==> src/power_ref_test_consts.svh <==
// register offsets, field positions and reset values for the config bank
`ifndef POWER_REF_TEST_CONSTS_SVH
`define POWER_REF_TEST_CONSTS_SVH

// printed offsets are word indices; byte address is four times the index
`define PWR_SLEEP_IDX 8'h1A
`define REF_TEST_IDX 8'h1B
`define PWR_SLEEP_RESET 16'h0020
`define REF_TEST_RESET 16'h0000
`define VCO_TUNE_MSB 15
`define VCO_TUNE_LSB 10
`define BIAS_SLEEP_BIT 7
`define TSENSE_SLEEP_BIT 6
`define SYNTH_SLEEP_BIT 5
`define CLKRECV_SLEEP_BIT 4
`define CHAN_SLEEP_TOP 3
`define EXTREF_BIT 15
`define FUSE_SLEEP_BIT 11
`define ATEST_MSB 5
`define ATEST_LSB 0
`define ADDR_WIDTH 10

`endif

==> src/power_ref_test_pkg.sv <==
// types shared by the config bank files
package power_ref_test_pkg;
    typedef logic [15:0] cfg_word_t;
    typedef logic [5:0] atest_code_t;
    typedef enum logic [1:0] {BUS_IDLE, BUS_ANSWER} bus_state_e;
endpackage : power_ref_test_pkg

==> src/chan_sleep_decode.sv <==
// per-channel converter sleep outputs
`timescale 1ns/1ps
`include "power_ref_test_consts.svh"

module chan_sleep_decode #(
    parameter int CHANNELS = 4
) (
    input wire logic core_clk, // clock
    input wire logic reset, // synchronous reset, active high
    input wire logic clkEn, // clock enable
    input wire logic [CHANNELS-1:0] sleepBits, // register bits 3..0
    output logic [CHANNELS-1:0] chanSleep // index 0 is first channel
);
    // ----------------------------------------
    // bit 3 drives the first channel, bit 0 the fourth
    // ----------------------------------------
    genvar i;
    generate
        for (i = 0; i < CHANNELS; i++)
        begin : g_chan
            always_ff @(posedge core_clk)
            begin
                if (reset)
                    chanSleep[i] <= 1'b0;
                else if (clkEn)
                    chanSleep[i] <= sleepBits[CHANNELS-1-i]; // see (RULE9)
            end
        end
    endgenerate
endmodule : chan_sleep_decode

==> src/power_ref_test_config_regs.sv <==
// power, reference and analog test configuration registers
//
// The Avalon-MM interface to the registers was decided locally.
`timescale 1ns/1ps
`include "power_ref_test_consts.svh"

// How it works
// (RULE1) the power register resets to 0x0020.
// (RULE2) the reference and test register resets to zero.
// (RULE3) bits 15:10 of the power register drive the coarse tuning code.
// (RULE4) bit 7 of the power register powers down the bias amplifier.
// (RULE5) bit 6 of the power register switches off the temperature sensor.
// (RULE6) bit 5 of the power register holds the synthesizer asleep.
// (RULE7) bit 4 of the power register puts the clock receiver to sleep.
// (RULE8) that same bit also sleeps the sync strobe receiver.
// (RULE9) bits 3 to 0 sleep channels one to four in that order.
// (RULE10) bit 15 of the reference register picks external over internal.
// (RULE11) bit 11 of the reference register puts the fuse bank to sleep.
// (RULE12) a nonzero code in bits 5:0 routes a die voltage to the pin.
// (RULE13) the outside leaves the pin floating while test mode is on.
// (RULE14) software writes reserved bits with defaults and ignores them.
module power_ref_test_config_regs #(
    parameter int CHANNELS = 4
) (
    input wire logic core_clk, // 20 MHz clock
    input wire logic reset, // synchronous reset, active high
    input wire logic clkEn, // freezes all state while low
    input wire logic [`ADDR_WIDTH-1:0] address, // avalon byte address
    input wire logic read, // avalon read
    input wire logic write, // avalon write
    input wire logic [31:0] writedata, // avalon write data
    input wire logic [3:0] byteenable, // avalon byte enables
    output logic [31:0] readdata, // avalon read data
    output logic waitrequest, // avalon wait
    output logic [1:0] response, // 00 okay, 10 slave error
    output logic [5:0] vcoCoarseTune, // synthesizer coarse code
    output logic biasPowerdown, // bias amplifier sleep
    output logic tsenseOff, // temperature sensor off
    output logic synthSleep, // loop synthesizer sleep
    output logic clkRecvSleep, // clock input receiver sleep
    output logic syncStrobeSleep, // sync_strobe_input receiver sleep
    output logic [CHANNELS-1:0] chanSleep, // chan1..4_powerdown
    output logic extRefSelect, // 1 external reference
    output logic fuseSleep, // fuse bank sleep
    output logic atestActive, // analog test mode on
    output power_ref_test_pkg::atest_code_t atestSelect, // die voltage code
    output logic transmitEnableOe // high drives transmit_enable_pin
);
    import power_ref_test_pkg::*;

    // ----------------------------------------
    // register storage and decoded fields
    // ----------------------------------------
    cfg_word_t pwrSleep_reg;
    cfg_word_t refTest_reg;
    bus_state_e busState_reg;
    logic [7:0] wordIdx;
    logic hitPwr;
    logic hitRef;
    logic accept;
    logic wrPwr;
    logic wrRef;
    cfg_word_t wrMask;
    cfg_word_t rdWord;
    logic [1:0] rdCode;
    logic [5:0] tuneField;
    logic biasField;
    logic tsenseField;
    logic synthField;
    logic clkRecvField;
    logic extRefField;
    logic fuseField;
    atest_code_t atestField;
    logic atestOn;

    // ----------------------------------------
    // address decode and write strobes
    // ----------------------------------------
    assign wordIdx = address[`ADDR_WIDTH-1:2];
    assign hitPwr = (wordIdx == `PWR_SLEEP_IDX);
    assign hitRef = (wordIdx == `REF_TEST_IDX);
    // enable low stalls the handshake as well as the registers
    assign accept = clkEn && (busState_reg == BUS_IDLE) && (read || write);
    assign wrPwr = accept && write && hitPwr;
    assign wrRef = accept && write && hitRef;
    // byte lane 0 covers bits 7:0, lane 1 bits 15:8
    assign wrMask = {{8{byteenable[1]}}, {8{byteenable[0]}}};

    // ----------------------------------------
    // configuration registers
    // ----------------------------------------
    always_ff @(posedge core_clk)
    begin
        if (reset)
            pwrSleep_reg <= `PWR_SLEEP_RESET; // see (RULE1)
        else if (wrPwr)
            pwrSleep_reg <= (pwrSleep_reg & ~wrMask)
                | (writedata[15:0] & wrMask);
    end

    always_ff @(posedge core_clk)
    begin
        if (reset)
            refTest_reg <= `REF_TEST_RESET; // see (RULE2)
        else if (wrRef)
            refTest_reg <= (refTest_reg & ~wrMask)
                | (writedata[15:0] & wrMask);
    end

    // ----------------------------------------
    // field decode
    // ----------------------------------------
    assign tuneField = pwrSleep_reg[`VCO_TUNE_MSB:`VCO_TUNE_LSB];
    assign biasField = pwrSleep_reg[`BIAS_SLEEP_BIT];
    assign tsenseField = pwrSleep_reg[`TSENSE_SLEEP_BIT];
    assign synthField = pwrSleep_reg[`SYNTH_SLEEP_BIT];
    assign clkRecvField = pwrSleep_reg[`CLKRECV_SLEEP_BIT];
    assign extRefField = refTest_reg[`EXTREF_BIT];
    assign fuseField = refTest_reg[`FUSE_SLEEP_BIT];
    assign atestField = refTest_reg[`ATEST_MSB:`ATEST_LSB];
    // any nonzero code turns the test path on
    assign atestOn = |atestField;

    // ----------------------------------------
    // read mux: unmapped words read zero with an error code
    // ----------------------------------------
    always_comb
    begin
        rdWord = 16'h0000;
        rdCode = 2'h0;
        if (hitPwr)
            rdWord = pwrSleep_reg;
        else if (hitRef)
            rdWord = refTest_reg;
        else
            rdCode = 2'h2;
    end

    // ----------------------------------------
    // avalon slave: one wait cycle, answer on the next edge
    // ----------------------------------------
    always_ff @(posedge core_clk)
    begin
        if (reset)
            busState_reg <= BUS_IDLE;
        else if (clkEn)
        begin
            case (busState_reg)
                BUS_IDLE:
                    if (read || write)
                        busState_reg <= BUS_ANSWER;
                BUS_ANSWER:
                    busState_reg <= BUS_IDLE;
                default:
                    busState_reg <= BUS_IDLE;
            endcase
        end
    end

    always_ff @(posedge core_clk)
    begin
        if (reset)
        begin
            waitrequest <= 1'b1;
        end
        else if (clkEn)
        begin
            waitrequest <= !(busState_reg == BUS_IDLE && (read || write));
        end
    end

    always_ff @(posedge core_clk)
    begin
        if (reset)
        begin
            readdata <= 32'h00000000;
        end
        else if (accept)
        begin
            readdata <= {16'h0000, rdWord};
        end
    end

    always_ff @(posedge core_clk)
    begin
        if (reset)
        begin
            response <= 2'h0;
        end
        else if (accept)
        begin
            response <= rdCode;
        end
    end

    // ----------------------------------------
    // synthesizer, bias and sensor controls
    // ----------------------------------------
    always_ff @(posedge core_clk)
    begin
        if (reset)
        begin
            vcoCoarseTune <= 6'h00;
        end
        else if (clkEn)
        begin
            vcoCoarseTune <= tuneField; // see (RULE3)
        end
    end

    always_ff @(posedge core_clk)
    begin
        if (reset)
        begin
            biasPowerdown <= 1'b0;
        end
        else if (clkEn)
        begin
            biasPowerdown <= biasField; // see (RULE4)
        end
    end

    always_ff @(posedge core_clk)
    begin
        if (reset)
        begin
            tsenseOff <= 1'b0;
        end
        else if (clkEn)
        begin
            tsenseOff <= tsenseField; // see (RULE5)
        end
    end

    always_ff @(posedge core_clk)
    begin
        if (reset)
        begin
            synthSleep <= 1'b1;
        end
        else if (clkEn)
        begin
            synthSleep <= synthField; // see (RULE6)
        end
    end

    // ----------------------------------------
    // receivers and converter channels
    // ----------------------------------------
    always_ff @(posedge core_clk)
    begin
        if (reset)
        begin
            clkRecvSleep <= 1'b0;
        end
        else if (clkEn)
        begin
            clkRecvSleep <= clkRecvField; // see (RULE7)
        end
    end

    // one bit sleeps both receivers
    always_ff @(posedge core_clk)
    begin
        if (reset)
        begin
            syncStrobeSleep <= 1'b0;
        end
        else if (clkEn)
        begin
            syncStrobeSleep <= clkRecvField; // see (RULE8)
        end
    end

    chan_sleep_decode #(
        .CHANNELS(CHANNELS)
    ) u_chan (
        .core_clk(core_clk),
        .reset(reset),
        .clkEn(clkEn),
        .sleepBits(pwrSleep_reg[`CHAN_SLEEP_TOP:0]), // see (RULE9)
        .chanSleep(chanSleep)
    );

    // ----------------------------------------
    // reference source and fuse bank
    // ----------------------------------------
    always_ff @(posedge core_clk)
    begin
        if (reset)
        begin
            extRefSelect <= 1'b0;
        end
        else if (clkEn)
        begin
            extRefSelect <= extRefField; // see (RULE10)
        end
    end

    always_ff @(posedge core_clk)
    begin
        if (reset)
        begin
            fuseSleep <= 1'b0;
        end
        else if (clkEn)
        begin
            fuseSleep <= fuseField; // see (RULE11)
        end
    end

    // ----------------------------------------
    // analog test: pin becomes a measurement node, pin driver enabled while the code is nonzero
    // ----------------------------------------
    always_ff @(posedge core_clk)
    begin
        if (reset)
        begin
            atestSelect <= 6'h00;
        end
        else if (clkEn)
        begin
            atestSelect <= atestField; // see (RULE12)
        end
    end

    always_ff @(posedge core_clk)
    begin
        if (reset)
        begin
            atestActive <= 1'b0;
        end
        else if (clkEn)
        begin
            atestActive <= atestOn; // see (RULE12)
        end
    end

    // outside leaves pin floating, so only the device drives it
    always_ff @(posedge core_clk)
    begin
        if (reset)
        begin
            transmitEnableOe <= 1'b0;
        end
        else if (clkEn)
        begin
            transmitEnableOe <= atestOn; // see (RULE12)
        end
    end
endmodule : power_ref_test_config_regs

==> config.mk <==
export PLATFORM = sky130hd
export DESIGN_NAME = power_ref_test_config_regs
export DESIGN_NICKNAME = d
export VERILOG_FILES = /design/src/power_ref_test_pkg.sv /design/src/chan_sleep_decode.sv /design/src/power_ref_test_config_regs.sv
export VERILOG_INCLUDE_DIRS = /design/src /design/src/src
export SDC_FILE = /design/constraint.sdc
export NUM_CORES = 1
export LEC_CHECK = 0
export ABC_CLOCK_PERIOD_IN_PS = 2300
export BUFFER_PORTS_ARGS = -buffer_cell sky130_fd_sc_hd__buf_2
export CAP_MARGIN = 20
export CELL_PAD_IN_SITES_DETAIL_PLACEMENT = 1
export CELL_PAD_IN_SITES_GLOBAL_PLACEMENT = 2
export CORE_MARGIN = 1
export CORE_UTILIZATION = 30
export CTS_BUF_LIST = sky130_fd_sc_hd__clkbuf_8
export CTS_CLUSTER_SIZE = 12
export DETAILED_ROUTE_END_ITERATION = 6
export PLACE_DENSITY_LB_ADDON = 0.15
export RECOVER_POWER = 25
export SKIP_CTS_REPAIR_TIMING = 1
export SLEW_MARGIN = 0
export SYNTH_ARGS = -nofsm -noshare
export SYNTH_HDL_FRONTEND = slang
export SYNTH_SLANG_ARGS = --single-unit
==> constraint.sdc <==
create_clock -name core_clk -period 2.3 [get_ports core_clk]
set_input_delay 0.345 -clock core_clk [delete_from_list [all_inputs] [get_ports core_clk]]
set_output_delay 0.345 -clock core_clk [all_outputs]
set_load 0.01 [all_outputs]
======== Word level (Yosys, flattened, before mapping) ========
Cells that the tools add are included.
word-level totals
  bits in registers ....................... 76
  logic and storage cells ................. 45
  output and inout bits ................... 60
  bits of input ports ..................... 51
cells by class
  bitwise gates (word level) .............. 6
  multiplexer cells ....................... 6
  reduce and logical (&&, ||, !) cells .... 11
  equality and inequality tests ........... 3
operator list
  kind                number
  $and 16x16->16      3
  $mux 16             2
  $or 16x16->16       2
  $eq 8x5->1 const B  2
  $not 16->16         1
  $mux 2              4
  $logic_and 1x1->1   6
  $reduce_or 6->1     1
  $logic_not 2->1     1
  $ne 2x1->1 const B  1
  $reduce_and 2->1    1
  $logic_not 1->1     1
  $logic_or 1x1->1    1

======== Longest topological paths before layout ========
  depth after elaboration ................. 5
  mapped depth ............................ 6

======== Modules after synthesis ========
From an unflattened synthesis, not the netlist that was laid out.
unflattened totals
  cell total of the unflattened synthesis .. 333
  area, all modules ....................... 3119.2 um^2
modules (own cells, without submodules)
  module                      area an instance (um^2)  cells each  instances
  power_ref_test_config_regs  2979.1                   320         1
  chan_sleep_decode           140.1                    13          1

======== Worst setup path after synthesis ========
Ideal clock, no wire load.
  path kind ............................... input-to-reg
  start point ............................. input port address[7]
  end point ............................... register (tool-made name)
  data arrival time ....................... 1.762 ns
  setup slack ............................. 0.410 ns
  path buffers ............................ 0
  setup time .............................. 0.128 ns
  stages on the path ...................... 4
  cells stage by stage .................... or4b_4 > nor4_4 > mux2i_1 > nor2_1
RTL lines
  element      line                              RTL
  from (decl)  power_ref_test_config_regs.sv:28  input wire logic [`ADDR_WIDTH-1:0] address,

==> impl_metrics.toml <==
[die]
initial_utilization_pct = 31.1
ios = 111
row_count = 36
core_sq_um = 9770
die-area_sq_um = 10500
die_y_microns = 103
dieWidth_microns = 103

[job]
cap_violations = 0

[final_layout]
layout.nets = 437
finalInstanceArea_sq_um = 3660
diodes = 0
drive_above_1_share_pct = 26.6
final_cell_mix = "74 x dfxtp_1, 60 x nor2_1, 58 x buf_2"
area_growth_pct = 20.4
final_cells = 524
final_common_cell = "dfxtp_1"

[synthesis]
syn_avg_cell_area_sq_um = 9.77
syn_area_sq_um = 3040
yosysUniqueCellTypes = 30
syn_inst = 311
seq_area_frac_synth_pct = 48.7
ys_warn_count = 0
ys_seq_elements = 74

[setup_path]
crit_path_max_fanout = 8
cp.arrival_ns = 1.83
cp.required_ns = 2.49
path_class = "primary input to register"
endpoint_kind = "register"
start_kind = "primary input"

[timing]
period_minus_slack_ns = 1.64
final-setup-viol-count = 0
rsz0062_at_grt = "false"
hold_violations = 0
fin_setup_tns_ns = 0
finalClockSkew_ns = 0.0104
slew_headroom_pct = 37.8
tightest_slew_ns = 0.933
fin_crit_sh_pct = 71.4
fmax_ghz = 0.609
maxSlewViolCount = 0

[route]
drt_iter0_markers = 39
routed-via-count = 2383
vias_per_cell = 4.55
routed_wl_microns = 7620
wire_per_inst_microns = 14.5
firstDrtPassIters = 3
drc = 0
final_antenna_net_count = 0

[clocking]
cts_htree_levels = 3
cts_made_buffers = 9
cts_tree = "done"
root_buffer = "clkbuf_8"
clk_latency_ns = 0.34
clkSlewWorstSetupHoldPaths_ns = 0.08
cts.sinks = 74
clockBufferDepth = 2

[hold_path]
hold_class = "primary input to register"

[pwr]
leakage_nw = 1.66
power_density_nw_per_um2 = 639
vdd_drop_max_uv = 209

[place]
dp.cells = 508
placed_cell_area_sq_um = 3500
hpwlAfterDp_microns = 5490
place_congestion = 0.798
portBuffers = 73

[global_route]
grt_pass1_wl_microns = 11900
grt_max_degree = 47
grt_pass1_vias = 2312
overflow = 0
antenna_found_initial = 0
grtUsageTotal_pct = 15.3

[status]
status = "finished, final reports clean"
-- layer usage --
metal / wire (microns) / vias to the layer above / track usage, %
li1: - / 1170 / -
met1: 3430 / 1150 / 18.7
met2: 3740 / 55 / 25.8
met3: 351 / 8 / 3.19
met4: 97 / 0 / 7.25
met5: 0 / - / 0
-- synthesized netlist by cell type (all sizes together) --
cell,number,area share [%]
dfxtp,74,49
nor2,60,7.4
mux2i,52,17
buf,24,5.4
a21oi,18,3.0
mux2,16,5.9
nand2,16,2.0
nand3,16,2.6
clkbuf,12,1.5
nor4,3,1.6
inv,2,0.25
nand2b,2,0.41
nand4,2,0.41
a211o,1,0.29
a211oi,1,0.25
a311oi,1,0.29
and3b,1,0.29
conb,1,0.12
nand3b,1,0.25
nand4b,1,0.29
nor2b,1,0.21
nor3,1,0.16
nor4b,1,0.29
nor4bb,1,0.33
o21bai,1,0.25
or2,1,0.21
or4b,1,0.45
-- report_power, final --
group	internal (W)	switching (W)	leakage (nW)
Sequential	0.00129	0.00000394	0.597
Combinational	0.0000524	0.0000982	0.969
Clock	0.000414	0.000483	0.0986
-- worst paths after layout --
check | to | slack (ns) | depth (start not counted) | startpoint
worst max register to register | register | 0.78 | 5 | busState_reg[0]
worst min register to register | readdata[5] | 0.45 | 2 | readdata[5]
worst max-delay path | register | 0.66 | 6 | address[7]
worst min-delay path | register | 0.25 | 3 | writedata[2]
-- metrics by stage --
stage	setup slack [ns]	total power [W]	hold slack, ns	util, %
after global placement	0.320	0.00147	0.439	35.9
final	0.657	0.00234	0.252	37.4
after floorplan	0.410	0.00143	0.454	-
after global routing	0.602	0.00244	0.254	37.4
after CTS	0.658	0.00238	0.233	37.6
after detailed placement	0.289	0.00147	0.444	35.9
-- critical path, cell delays in order --
cell	delay, ns
buf_2	0.11
or4b_4	0.58
nor4_4	0.28
buf_4	0.26
mux2i_1	0.20
nor2_1	0.05
-- area by class of cell --
| class | instances | area, sq um |
|---|---|---|
| fillers | 1165 | 6110 |
| flip-flops and latches | 74 | 1480 |
| multi-input cells | 215 | 1400 |
| repair buffers | 84 | 430 |
| well taps | 133 | 166 |
| clock buffers | 10 | 138 |
| clock inverters | 6 | 35.0 |
| inverters | 2 | 7.51 |
-- cell families (layout without fill, tap and decap cells) --
family                 count (synthesis)  in the layout  share of synthesized area (%)
muxes                                 68             68                           23.1
buffers and inverters                 38            102                           7.12
DFF                                   74             74                           48.7
AOI/OAI and AO/OA                     22             22                           4.03
other                                  1             17                          0.123
and+or+nand+nor                      108            108                           16.9
No activity file was read; power rests on OpenSTA's default activity.
